**src/inc/hfc_pkg.sv**
```systemverilog
// Register map, field positions, timing and types of the HDLC FIFO block.
package hfc_pkg;
  // Register indices; the byte address is four times the index.
  localparam logic [5:0] IX_WIN_LAST = 6'h1F;
  localparam logic [5:0] IX_IRQ = 6'h20;
  localparam logic [5:0] IX_CTRL = 6'h21;
  localparam logic [5:0] IX_MODE = 6'h22;
  localparam logic [5:0] IX_TIMER = 6'h23;
  localparam logic [5:0] IX_EXT = 6'h24;
  localparam logic [5:0] IX_CNT = 6'h25;
  localparam logic [5:0] IX_CI0 = 6'h31;
  localparam logic [5:0] IX_CI1 = 6'h33;
  // Interrupt status bit positions.
  localparam int B_RME = 7;
  localparam int B_RPF = 6;
  localparam int B_RSC = 5;
  localparam int B_XPR = 4;
  localparam int B_TIN = 3;
  localparam logic [7:0] INTERRUPT_STATUS_CLR = 8'hFA;
  // Command bit positions.
  localparam int C_RMC = 7;
  localparam int C_RX_RESET = 6;
  localparam int C_RNR = 5;
  localparam int C_STI = 4;
  localparam int C_XTF = 3;
  localparam int C_XIF = 2;
  localparam int C_XME = 1;
  localparam int C_TX_RESET = 0;
  // Extended cause bit positions.
  localparam int E_XDU = 6;
  localparam int E_RFO = 4;
  // Sizes.
  localparam logic [6:0] RXD = 7'h40;
  localparam logic [6:0] RX_BLK = 7'h20;
  localparam logic [6:0] MBR_MIN = 7'h10;
  localparam logic [5:0] POOL = 6'h20;
  // Framing.
  localparam logic [7:0] FLAG = 8'h7E;
  localparam logic [15:0] CRC_INIT = 16'hFFFF;
  localparam logic [15:0] CRC_POLY = 16'h8408;
  localparam logic [2:0] STUFF_ONES = 3'h5;
  localparam logic [1:0] S_RR = 2'h0;
  localparam logic [1:0] S_RNR = 2'h1;
  localparam logic [1:0] FT_S = 2'h1;
  localparam logic [1:0] MDS_AUTO = 2'h0;
  localparam logic [7:0] LOCAL_ADDR_DEF = 8'h00;
  // Timing: clock rate, timer unit and data clock divider.
  localparam int CLK_MHZ = 100;
  localparam int T1_UNIT_US = 64000;
  localparam int T1_UNIT_CYC = T1_UNIT_US * CLK_MHZ;
  localparam int DCL_DIV_DEF = 8;

  typedef enum logic [2:0] {
    NX_IDLE = 3'b000,
    NX_HDR0 = 3'b001,
    NX_HDR1 = 3'b010,
    NX_DATA = 3'b011,
    NX_CRC1 = 3'b100,
    NX_FLAG = 3'b101,
    NX_END = 3'b110
  } hfc_nx_t;

  typedef struct packed {
    logic vld;
    logic eof;
    logic [7:0] dat;
  } hfc_rx_t;

  typedef struct packed {
    logic ack;
    logic [7:0] dat;
    logic irq;
    logic [7:0] pend;
    logic [7:0] mask;
    logic cmd_ind_change;
    logic [7:0] extended_irq_cause;
    logic [2:0] mds;
    logic timer_mode_sel;
    logic rac;
    logic rnr;
    logic [7:0] tval;
    logic [RXD-1:0][7:0] rxm;
    logic [6:0] wp;
    logic [6:0] base;
    logic [6:0] rd;
    logic [6:0] bend;
    logic bout;
    logic fev;
    logic [6:0] fep;
    logic drop;
    logic [1:0] rcnt;
    logic [7:0] ctl;
    logic remote_not_ready;
    logic [31:0][7:0] txm;
    logic [5:0] twp;
    logic [5:0] trp;
    logic go;
    logic fin;
    logic ifr;
    logic ovf;
    hfc_nx_t ns;
    logic [7:0] sh;
    logic [2:0] bc;
    logic stf;
    logic crcen;
    logic [2:0] ones;
    logic [15:0] crc;
    logic line;
    logic [7:0] div;
    logic sfr;
    logic sresp;
    logic spoll;
    logic await;
    logic [2:0] vs;
    logic [2:0] vr;
    logic trun;
    logic [22:0] tunit;
    logic [4:0] tcnt;
    logic [3:0] ci0;
    logic [3:0] ci1;
  } hfc_st_t;
endpackage
```
**src/hdl/hfc_top.sv**
```systemverilog
// HDLC controller FIFO and command interface with Wishbone register access.
//
// The implementer's own choice: the Wishbone slave port.
`timescale 1ns/100ps
module hfc_top #(
  parameter int DCL_DIV = hfc_pkg::DCL_DIV_DEF,
  parameter int T1_CYC = hfc_pkg::T1_UNIT_CYC,
  parameter logic [7:0] LOCAL_ADDR = hfc_pkg::LOCAL_ADDR_DEF
) (
  input logic clk_i,
  input logic rst_i,
  input logic wb_cyc_i,
  input logic wb_stb_i,
  input logic wb_we_i,
  input logic [7:0] wb_adr_i,
  input logic [31:0] wb_dat_i,
  input logic [3:0] wb_sel_i,
  output logic wb_ack_o,
  output logic [31:0] wb_dat_o,
  input hfc_pkg::hfc_rx_t rx_i,
  input logic [3:0] ci0_i,
  input logic [3:0] ci1_i,
  output logic tx_bit_o,
  output logic int_o
);
  import hfc_pkg::*;

  hfc_st_t q, d;
  logic req, wr, rd, bit_t, bnd, auto, drop_now, nrr, b, fb;
  logic ld, ls, lc;
  logic [5:0] ix, tlen;
  logic [7:0] clr, set, interrupt_status, cmd, lb, src;
  logic [6:0] used;
  logic [1:0] alen;

  // =====================================================================
  // Next-state logic
  always_comb begin
    d = q;
    req = wb_cyc_i & wb_stb_i & ~q.ack;
    wr = req & wb_we_i & wb_sel_i[0];
    rd = req & ~wb_we_i;
    ix = wb_adr_i[7:2];
    cmd = (wr && ix == IX_CTRL) ? wb_dat_i[7:0] : 8'h00;
    auto = q.mds[2:1] == MDS_AUTO;
    alen = q.mds[0] ? 2'h2 : 2'h1;
    used = q.wp - q.base;
    tlen = q.twp[5] ? POOL : q.twp;
    clr = 8'h00;
    set = 8'h00;
    ld = 1'b0;
    lb = 8'h00;
    ls = 1'b0;
    lc = 1'b0;
    b = q.sh[0];
    fb = q.crc[0] ^ q.sh[0];
    nrr = q.ctl[3:2] == S_RNR;
    bnd = 1'b0;
    drop_now = (q.rcnt == 2'h0) ? q.fev : q.drop;
    interrupt_status = (q.pend & ~q.mask & INTERRUPT_STATUS_CLR) | {5'h00, q.cmd_ind_change, 1'b0, |q.extended_irq_cause};
    d.ack = req;
    d.dat = 8'h00;
    bit_t = q.div == 8'(DCL_DIV - 1);
    d.div = bit_t ? 8'h00 : q.div + 8'h01;

    // =====================================================================
    // Register reads
    if (rd) begin
      if (ix <= IX_WIN_LAST) begin
        d.dat = q.rxm[q.rd[5:0]];
        d.rd = q.rd + 7'h01;
      end else begin
        case (ix)
          IX_IRQ: begin
            d.dat = interrupt_status;
            clr = interrupt_status & INTERRUPT_STATUS_CLR;
          end
          IX_CTRL: d.dat = {q.ovf, ~q.go, auto & q.rnr, q.remote_not_ready,
                            used <= RXD - MBR_MIN, 3'h0};
          IX_MODE: d.dat = {q.mds, q.timer_mode_sel, q.rac, 3'h0};
          IX_TIMER: d.dat = q.tval;
          IX_EXT: begin
            d.dat = q.extended_irq_cause;
            d.extended_irq_cause = 8'h00;
          end
          IX_CNT: d.dat = {1'b0, q.bend - q.base};
          IX_CI0: begin
            d.dat = {4'h0, q.ci0};
            d.cmd_ind_change = 1'b0;
          end
          IX_CI1: begin
            d.dat = {4'h0, q.ci1};
            d.cmd_ind_change = 1'b0;
          end
          default: d.dat = 8'h00;
        endcase
      end
    end

    // =====================================================================
    // Register writes
    if (wr) begin
      if (ix <= IX_WIN_LAST) begin
        d.txm[q.twp[4:0]] = wb_dat_i[7:0];
        d.twp = {q.twp[5] | (&q.twp[4:0]), q.twp[4:0] + 5'h01};
        d.ovf = q.ovf | q.twp[5];
      end
      case (ix)
        IX_IRQ: d.mask = wb_dat_i[7:0];
        IX_MODE: begin
          d.mds = wb_dat_i[7:5];
          d.timer_mode_sel = wb_dat_i[4];
          d.rac = wb_dat_i[3];
        end
        IX_TIMER: begin
          d.tval = wb_dat_i[7:0];
          d.trun = 1'b0;
        end
        default: d.rnr = q.rnr;
      endcase
    end

    // =====================================================================
    // Commands, all taken in one clock
    // single cycle execution
    if (ix == IX_CTRL && wr) begin
      d.rnr = cmd[C_RNR];
    end
    if (cmd[C_RMC] && q.bout) begin
      d.base = q.bend;
      d.rd = q.bend;
      d.bout = 1'b0;
    end
    if (cmd[C_STI]) begin
      d.trun = 1'b1;
      d.tunit = 23'h0;
      d.tcnt = 5'h00;
      d.sresp = q.sresp | q.timer_mode_sel;
      d.spoll = q.spoll | q.timer_mode_sel;
    end
    if (cmd[C_XTF] || (cmd[C_XIF] && auto)) begin
      d.go = 1'b1;
      d.trp = 6'h00;
      d.fin = cmd[C_XME];
      if (q.ns == NX_IDLE) begin
        d.ifr = ~cmd[C_XTF];
      end
    end

    // =====================================================================
    // Receive path
    if (rx_i.vld && q.rac && !cmd[C_RX_RESET]) begin
      d.rcnt = q.rcnt + {1'b0, ~&q.rcnt};
      if (drop_now || used == RXD) begin
        d.drop = 1'b1;
        d.extended_irq_cause[E_RFO] = 1'b1;
      end else begin
        d.drop = 1'b0;
        d.rxm[q.wp[5:0]] = rx_i.dat;
        d.wp = q.wp + 7'h01;
      end
      if (q.rcnt == alen) begin
        d.ctl = rx_i.dat;
      end
    end
    if (rx_i.eof && q.rac && !cmd[C_RX_RESET]) begin
      d.rcnt = 2'h0;
      d.drop = 1'b0;
      if (!q.drop) begin
        d.fev = 1'b1;
        d.fep = q.wp;
      end
      if (!q.drop && auto && q.rcnt > alen) begin
        if (!q.ctl[0]) begin
          d.vr = q.vr + 3'h1;
          d.sresp = 1'b1;
        end else if (q.ctl[1:0] == FT_S) begin
          d.remote_not_ready = nrr;
          set[B_RSC] = nrr != q.remote_not_ready;
          d.sresp = q.sresp | q.ctl[4];
        end
        if (q.await && q.ctl[1:0] != 2'h3 && q.ctl[7:5] == q.vs) begin
          d.await = 1'b0;
          d.trun = 1'b0;
          set[B_XPR] = 1'b1;
        end
      end
    end
    if (!q.bout && !cmd[C_RX_RESET]) begin
      if (q.fev && (q.fep - q.base) <= RX_BLK) begin
        set[B_RME] = 1'b1;
        d.bend = q.fep;
        d.bout = 1'b1;
        d.fev = 1'b0;
      end else if (used > RX_BLK) begin
        // A block waits for a byte beyond it, so a 32-byte frame ends as one.
        set[B_RPF] = 1'b1;
        d.bend = q.base + RX_BLK;
        d.bout = 1'b1;
      end
    end

    // =====================================================================
    // Transmit serialiser
    if (bit_t && q.ns != NX_IDLE) begin
      if (q.ones == STUFF_ONES) begin
        d.line = 1'b0;
        d.ones = 3'h0;
      end else begin
        d.line = b;
        d.ones = (b && q.stf) ? q.ones + 3'h1 : 3'h0;
        d.sh = {1'b0, q.sh[7:1]};
        d.bc = q.bc + 3'h1;
        bnd = q.bc == 3'h7;
        if (q.crcen) begin
          d.crc = {1'b0, q.crc[15:1]} ^ (fb ? CRC_POLY : 16'h0000);
        end
      end
    end else if (bit_t) begin
      d.line = 1'b1;
      d.ones = 3'h0;
      if (q.sresp && auto) begin
        d.sfr = 1'b1;
        d.sresp = 1'b0;
        ld = 1'b1;
        lb = FLAG;
        d.ns = NX_HDR0;
      end else if (q.go) begin
        ld = 1'b1;
        lb = FLAG;
        d.ns = q.ifr ? NX_HDR0 : NX_DATA;
      end
      d.crc = CRC_INIT;
    end
    if (bnd) begin
      ld = 1'b1;
      ls = 1'b1;
      lc = 1'b1;
      case (q.ns)
        NX_HDR0: begin
          lb = LOCAL_ADDR;
          d.ns = NX_HDR1;
        end
        NX_HDR1: begin
          // RR or RNR by command bit
          lb = q.sfr ? {q.vr, q.spoll, q.rnr ? S_RNR : S_RR, FT_S}
                     : {q.vr, 1'b0, q.vs, 1'b0};
          d.spoll = q.spoll & ~q.sfr;
          d.ns = NX_DATA;
        end
        NX_DATA: begin
          if (!q.sfr && q.go && q.trp != tlen) begin
            lb = q.txm[q.trp[4:0]];
            d.trp = q.trp + 6'h01;
            if (q.trp + 6'h01 == tlen) begin
              d.go = 1'b0;
              d.twp = 6'h00;
              d.ovf = 1'b0;
              set[B_XPR] = ~q.fin;
            end
          end else if (q.sfr || q.fin) begin
            lb = ~q.crc[7:0];
            lc = 1'b0;
            d.ns = NX_CRC1;
          end else begin
            ld = 1'b0;
            d.line = 1'b1;
            d.ns = NX_IDLE;
            d.extended_irq_cause[E_XDU] = 1'b1;
            d.go = 1'b0;
          end
        end
        NX_CRC1: begin
          lb = ~q.crc[15:8];
          lc = 1'b0;
          d.ns = NX_FLAG;
        end
        NX_FLAG: begin
          lb = FLAG;
          ls = 1'b0;
          lc = 1'b0;
          d.ns = NX_END;
        end
        default: begin
          ld = 1'b0;
          d.ns = NX_IDLE;
          d.fin = 1'b0;
          d.sfr = 1'b0;
          if (!q.sfr && q.ifr) begin
            d.await = 1'b1;
            d.vs = q.vs + 3'h1;
            d.trun = d.trun | q.timer_mode_sel;
            d.tunit = 23'h0;
            d.tcnt = 5'h00;
          end else if (!q.sfr) begin
            set[B_XPR] = 1'b1;
          end
        end
      endcase
    end
    if (ld) begin
      d.sh = lb;
      d.bc = 3'h0;
      d.stf = ls;
      d.crcen = lc;
    end
    if (cmd[C_TX_RESET]) begin
      d.ns = NX_IDLE;
      d.go = 1'b0;
      d.fin = 1'b0;
      d.twp = 6'h00;
      d.trp = 6'h00;
      d.ovf = 1'b0;
      d.await = 1'b0;
      d.sfr = 1'b0;
      d.line = 1'b1;
    end
    if (cmd[C_RX_RESET]) begin
      d.wp = 7'h00;
      d.base = 7'h00;
      d.rd = 7'h00;
      d.bend = 7'h00;
      d.bout = 1'b0;
      d.fev = 1'b0;
      d.drop = 1'b0;
      d.rcnt = 2'h0;
      if (auto) begin
        d.vs = 3'h0;
        d.vr = 3'h0;
      end
    end

    // =====================================================================
    // Timer: counts units of one T1 step until tval[4:0] + 1 of them have passed.
    if (q.trun) begin
      d.tunit = q.tunit + 23'h1;
      if (q.tunit == 23'(T1_CYC - 1)) begin
        d.tunit = 23'h0;
        d.tcnt = q.tcnt + 5'h01;
        if (q.tcnt == q.tval[4:0]) begin
          d.trun = 1'b0;
          set[B_TIN] = 1'b1;
          d.sresp = q.sresp | (q.timer_mode_sel & q.await);
          d.spoll = q.spoll | (q.timer_mode_sel & q.await);
        end
      end
    end

    // =====================================================================
    // Channel change and interrupt collection
    d.ci0 = ci0_i;
    d.ci1 = ci1_i;
    if (ci0_i != q.ci0 || ci1_i != q.ci1) begin
      d.cmd_ind_change = 1'b1;
    end
    // Set wins over the clear done by a status read in the same cycle.
    d.pend = (q.pend & ~clr) | set;
    // masked sources never reach the pin
    src = d.pend | {5'h00, d.cmd_ind_change, 1'b0, |d.extended_irq_cause};
    d.irq = |(src & ~d.mask);
  end

  always_ff @(posedge clk_i) begin
    if (rst_i) begin
      q <= '0;
      q.line <= 1'b1;
    end else begin
      q <= d;
    end
  end

  assign wb_ack_o = q.ack;
  assign wb_dat_o = {24'h000000, q.dat};
  assign tx_bit_o = q.line;
  assign int_o = q.irq;
endmodule

```
**config.mk**
```make
export PLATFORM = sky130hd
export DESIGN_NAME = hfc_top
export DESIGN_NICKNAME = d
export VERILOG_FILES = /design/src/inc/hfc_pkg.sv /design/src/hdl/hfc_top.sv
export SDC_FILE = /design/constraint.sdc
export NUM_CORES = 2
export LEC_CHECK = 0
export ABC_AREA = 1
export ABC_CLOCK_PERIOD_IN_PS = 7790
export BUFFER_PORTS_ARGS = -buffer_cell sky130_fd_sc_hd__buf_4
export CAP_MARGIN = 20
export CELL_PAD_IN_SITES_DETAIL_PLACEMENT = 1
export CELL_PAD_IN_SITES_GLOBAL_PLACEMENT = 1
export CORE_ASPECT_RATIO = 0.6
export CORE_MARGIN = 2
export CORE_UTILIZATION = 49
export CTS_CLUSTER_DIAMETER = 80
export DETAILED_ROUTE_END_ITERATION = 10
export PLACE_DENSITY_LB_ADDON = 0.2
export REMOVE_ABC_BUFFERS = 1
export SLEW_MARGIN = 15
export SYNTH_ARGS = -nofsm -noshare
export SYNTH_HDL_FRONTEND = slang
export SYNTH_SLANG_ARGS = --single-unit
```
**constraint.sdc**
```tcl
create_clock -name clk_i -period 7.79 [get_ports clk_i]
set_input_delay 0.3895 -clock clk_i [delete_from_list [all_inputs] [get_ports clk_i]]
set_output_delay 0.3895 -clock clk_i [all_outputs]
set_load 0.05 [all_outputs]
```
Yosys cells after proc, flatten, opt, wreduce, memory -nomap -nowiden
Cells that the tools add are included.
Widths: inputs -> output; s select.
{"block": "totals", "regBits": 973, "in_bits": 67, "out_inout_bits": 35, "word_cells": 476}
{"block": "op_classes", "addsub": 16, "n_lt_le_gt_ge": 11, "eq_ne": 32, "n_mux": 166, "bitwise": 39, "reduce_logical": 67}
{"op": "$bwmux 512", "n": 1}
{"op": "$bwmux 256", "n": 1}
{"op": "$mux 29", "n": 6}
{"op": "$mux 8", "n": 19}
{"op": "$mux 1", "n": 71}
{"op": "$pmux 8 s8", "n": 1}
{"op": "$mux 7", "n": 7}
{"op": "$bmux 8 s6", "n": 1}
{"op": "$demux 8 s6", "n": 1}
{"op": "$eq 6x6->1 const B", "n": 8}
{"op": "$mux 16", "n": 3}
{"op": "$mux 11", "n": 4}
{"op": "$bmux 8 s5", "n": 1}
{"op": "$demux 8 s5", "n": 1}
{"op": "$mux 20", "n": 2}
{"op": "$not 8->8", "n": 5}
{"op": "$pmux 8 s5", "n": 1}
{"op": "$mux 6", "n": 6}
{"op": "$mux 3", "n": 9}
{"op": "$mux 9", "n": 3}
{"op": "$mux 13", "n": 2}
{"op": "$mux 2", "n": 13}
{"op": "$and 8x8->8", "n": 3}
{"op": "$reduce_and 2->1", "n": 12}
{"op": "60 further kinds", "n": 150}

Longest topological paths before layout
{"block": "logic_depth", "ltp_word": 17, "ltp_mapped": 18, "mapped_depth_nobuf": 18}

Worst setup path after synthesis
Ideal clock, no wire load.
{"block": "synth_path", "path_kind": "flip-flop to flip-flop", "start": "register q[405] in the netlist's numbering", "end": "register q[893] in the netlist's numbering", "setup_ns": 0.116, "arrival_ns": 2.429, "required_ns": 7.674, "slack_ns": 5.245, "path_stages_with_launch": 18, "n_path_buf": 0, "period_less_slack_ns": 2.545, "path_cell_list": "dfxtp_1 inv_2 ha_1 fa_1 inv_1 nand3_1 nand3b_1 nand2_1 inv_2 nor2_2 nand3_2 nand3_2 inv_4 nand2_4 nor2_2 inv_2 nor2_1 nor2_1"}
{"block": "synth_via", "elab_chain_cells": 5, "word_cells_on_any_way": 11, "cone_classes": "add/sub: 1; order compare: 2; eq/ne: 1; mux: 3; bitwise: 1; reduce/logical: 3"}
{"element": "start, declared", "line_no": "hfc_top.sv:28", "source": "hfc_st_t q, d;"}
{"element": "$lt 6x7->1 (not written as such), or another cell as far along", "line_no": "hfc_top.sv:159", "source": "d.rxm[q.wp[5:0]] = rx_i.dat;"}
{"element": "$logic_and 1x1->1 (not written as such) / $eq 7x7->1 (equally long branches)", "line_no": "hfc_top.sv:159, hfc_top.sv:154"}
{"element": "$mux 8 (not written as such) / $logic_or 1x1->1 (equally long branches)", "line_no": "hfc_top.sv:159, hfc_top.sv:154"}
{"element": "$demux 8 s6 / $not 1->1 (equally long branches)"}
{"element": "$bwmux 512 / $reduce_and 2->1 (equally long branches)"}
Several ways; a longest one is shown, not always the timed one.
A chain may end at the register's enable or synchronous reset.

Final worst setup path
{"block": "layout_path", "start": "register q[391] in the netlist's numbering", "end": "register q, in the netlist wb_dat_o[6]"}
{"block": "layout_via", "elab_chain_cells": 3}
{"element": "$bmux 8 s6", "line_no": "hfc_top.sv:70", "source": "d.dat = q.rxm[q.rd[5:0]];"}
{"element": "$mux 8 (not written as such)", "line_no": "hfc_top.sv:70"}
{"element": "$mux 8", "line_no": "hfc_top.sv:69", "source": "if (ix <= IX_WIN_LAST) begin"}
No other way between the ends. The select of a mux whose other input is x is not followed.

==> impl_results.md <==
* Synth area leaders: dfxtp_1 44%, o21ai_0 12%, nor2_1 12%
* Cells after synthesis at 6,391
* Worst slack at placement at 3720 ps
* Largest stage delay on the critical path at 840 ps
* Synth top area share at 43.6%
* Final Hold Fails at 0
* Die H at 237 um
* Fmax at 0.232 GHz
* Inserted Clock Buffers at 93
* DP HPWL at 105,000 um
* Netlist cell types at 54
* Worst EP arrival at 4880 ps
* Worst-Margin Slew at 1150 ps
* Hold Crit Class: primary input to register
* Sw Pwr at 2.42 mW
* Clk Latency, worst-skew pair at 710 ps
* Leakage at 19.4 nW
* Post-synth EDFFs at 0
* IO Pins at 102
* Setup crit end kind: register
* CTS Buffer Depth at 3
* Yosys warns at 0
* Switching part of the total at 24.1%
* CP top delay family: buffers and inverters
* DR vias at 44,900
* Post-Place Cells at 7,299
* Die W at 393 um
* Final ANT Viol Nets at 0
* Final wirelength at 164,000 um
* Share of layout cells above drive strength 1 at 7.29%
* RSZ-0062 raised after global routing: false
* Period utilisation layout at 55.3%
* Via density at 6.01
* Core Rows at 85
* Port Buffers at 48
* CTS tree: done
* Root buf cell: clkbuf_16
* Area grow syn2layout at 8.36%
* Top cell by count, worst path: nand3_1
* Die area at 93,400 um2
* Status: finished clean
* Register area at 19,400 um2
* Antenna fix cells at 0
* Starting DRT DRC Count at 4,486
* Cell Area, Synth at 44,500 um2
* Critical Path Fanout Max at 82
* Top cell type by total area after synthesis: dfxtp_1
* H-tree depth at 3
* WP buf/inv at 2
* MaxCap Viol Count at 0
* Comb pwr share at 4.1%
* Largest net degree at the start of global routing at 226
* Final setup margin at 3490 ps
* Number of global-route vias before repair at 43,100
* Residual DRC count at 0
* Slowest-stage cell, CP: buf_4
* Initial Util at 49.5%
* Internal power at 7.65 mW
* Post-synthesis sequential area ratio at 43.6%
* GR Util All Layers at 34.5%
* Drt pass-1 iters at 6
* CP Cell Sequence: buf_4 -> buf_4 -> o21ai_0 -> o211ai_1 -> nand3_1 -> nand3_1 -> nand3_1 -> nand2_1 -> a21oi_1 -> nor2_1
* Yosys reg bits at 970
* CP startpoint kind: register
* WS Path Type: register to register
* FILL cells at 11,700
* Clock sinks at 970
* Final Setup Violations at 0
* Slew Viols, Final at 0
* Worst hold slack at 30.4 ps
* Core ar. at 89,900 um2
* Post-synth top flop: dfxtp_1
* Worst path required time at 8370 ps
* Clock Pin Slew Worst Setup and Hold Paths at 70 ps
* Layout Nets at 6,295
* Global placement routability congestion at 0.928
* Worst Skew at 22.3 ps
* Async S/R FF share, synth at 0%
* Peak VDD IR at 0.000178 V
* Minimum clock period at 4300 ps
* Wire per inst at 22.0 um
* Footprint of the multi-input gates at 22,100 um2
* Syn Area/Cell at 6.97 um2
* Pwr Density at 209 nW/um2
* Total power at 10.1 mW
* Global-route wire length before repair at 254,000 um
* Final std cells w/o fill at 7,475
* Initial antenna violation count at 1
* Clock network power share at 46.5%
* Sequential share of power at 49.4%
* Global route overflow at 0
* Worst rel slew slack at 21.5%
* Final setup TNS at 0 ps
==> layer usage <==
| metal | track usage (%) | vias up | wire (um) |
|---|---|---|---|
| li1 | - | 20800 | - |
| met1 | 53.5 | 22300 | 78800 |
| met2 | 48.0 | 1616 | 66900 |
| met3 | 7.63 | 202 | 15800 |
| met4 | 6.94 | 2 | 2780 |
| met5 | 0.727 | - | 91 |
==> worst paths after layout <==
| path | cells past startpoint | end | slack, ps | from |
|---|---|---|---|---|
| hold reg to reg | 2 | q[586] | 460 | q[586] |
| hold / removal | 3 | wb_ack_o | 30 | wb_stb_i |
| setup / recovery | 10 | wb_dat_o[6] | 3490 | q[391] |
| setup reg to reg | 10 | wb_dat_o[6] | 3490 | q[391] |
==> worst register-to-register path, stage by stage, from the launching register on <==
cell and delay (ps):
dfxtp_4 750, buf_4 860, buf_4 740, o21ai_0 260, o211ai_1 370, nand3_1 380
nand3_1 200, nand3_1 120, nand2_1 180, a21oi_1 90, nor2_1 240
==> timing repair <==
item | in CTS | in global routing
setup buffers | 0 | 0
hold endpoints to repair | 14 | 0
hold buffers | 12 | 0
resized for setup | 0 | 0
==> cell usage after synthesis (all sizes together) (2+ instances only) <==
cell type,number
a2111oi,2
a211oi,19
a21oi,508
a221oi,16
a22oi,7
a31oi,11
buf,136
clkbuf,288
clkinv,12
dfxtp,970
fa,2
ha,37
inv,331
nand2,880
nand3,287
nand3b,9
nand4,39
nor2,1475
nor3,31
nor4,6
o2111ai,2
o211ai,60
o21ai,1101
o221ai,6
o22ai,98
o311ai,2
o32ai,3
or2,6
xnor2,11
xor2,29
==> logic make-up (layout without fill, tap and decap cells) <==
group	count (synthesis)	in the layout	share of synthesized area, %
AOI/OAI and AO/OA	1839	1839	21.8
xor gates and xnor gates	40	40	0.787
adders and majority gates	39	39	1.13
buffers and inverters	767	610	6.95
DFF	970	970	43.6
other	1	24	0.00842
and+or+nand+nor	2735	2735	25.7
==> metrics by stage <==
step                      util [%]  area, um2
after floorplan                  -      42800
after global placement        50.1      45100
after detailed placement      50.1      45100
after CTS                     53.7      48200
after global routing          53.7      48200
final                         53.7      48200
==> power groups by stage <==
stage	clock network [mW]	logic (mW)	registers, mW
after floorplan	0	0.201	5.09
after global placement	0	0.395	5.08
after detailed placement	0	0.397	5.08
after CTS	4.72	0.404	4.97
after global routing	4.94	0.439	4.97
final	4.68	0.418	4.97
==> layout make-up <==
type	instances	share of cell area [%]
sequential	970	40.3
tap	1218	3.16
clock inverter	29	0.563
inverter	343	2.71
clock buffer	134	5.75
multi-input combinational	4677	45.8
timing repair buffer	104	1.73
==> placed cells by master (no fill, tap or decap), types with 31 or more instances in the layout <==
master     instances
buf_4             90
nand3_1          279
nor2_4            41
inv_2             85
nor2_1          1401
a21oi_1          506
o21ai_0         1085
nand2_1          853
clkbuf_16         96
o211ai_1          60
nand4_1           38
inv_1            242
nor2_2            31
dfxtp_1          964
o22ai_1           98
ha_1              37
==> registers in the layout, summed over array words and instances (netlist names) <==
register  cells
b             1
int_o         1
q           958
tx_bit_o      1
wb_ack_o      1
wb_dat_o      8
(Power assumes the default switching activity.)
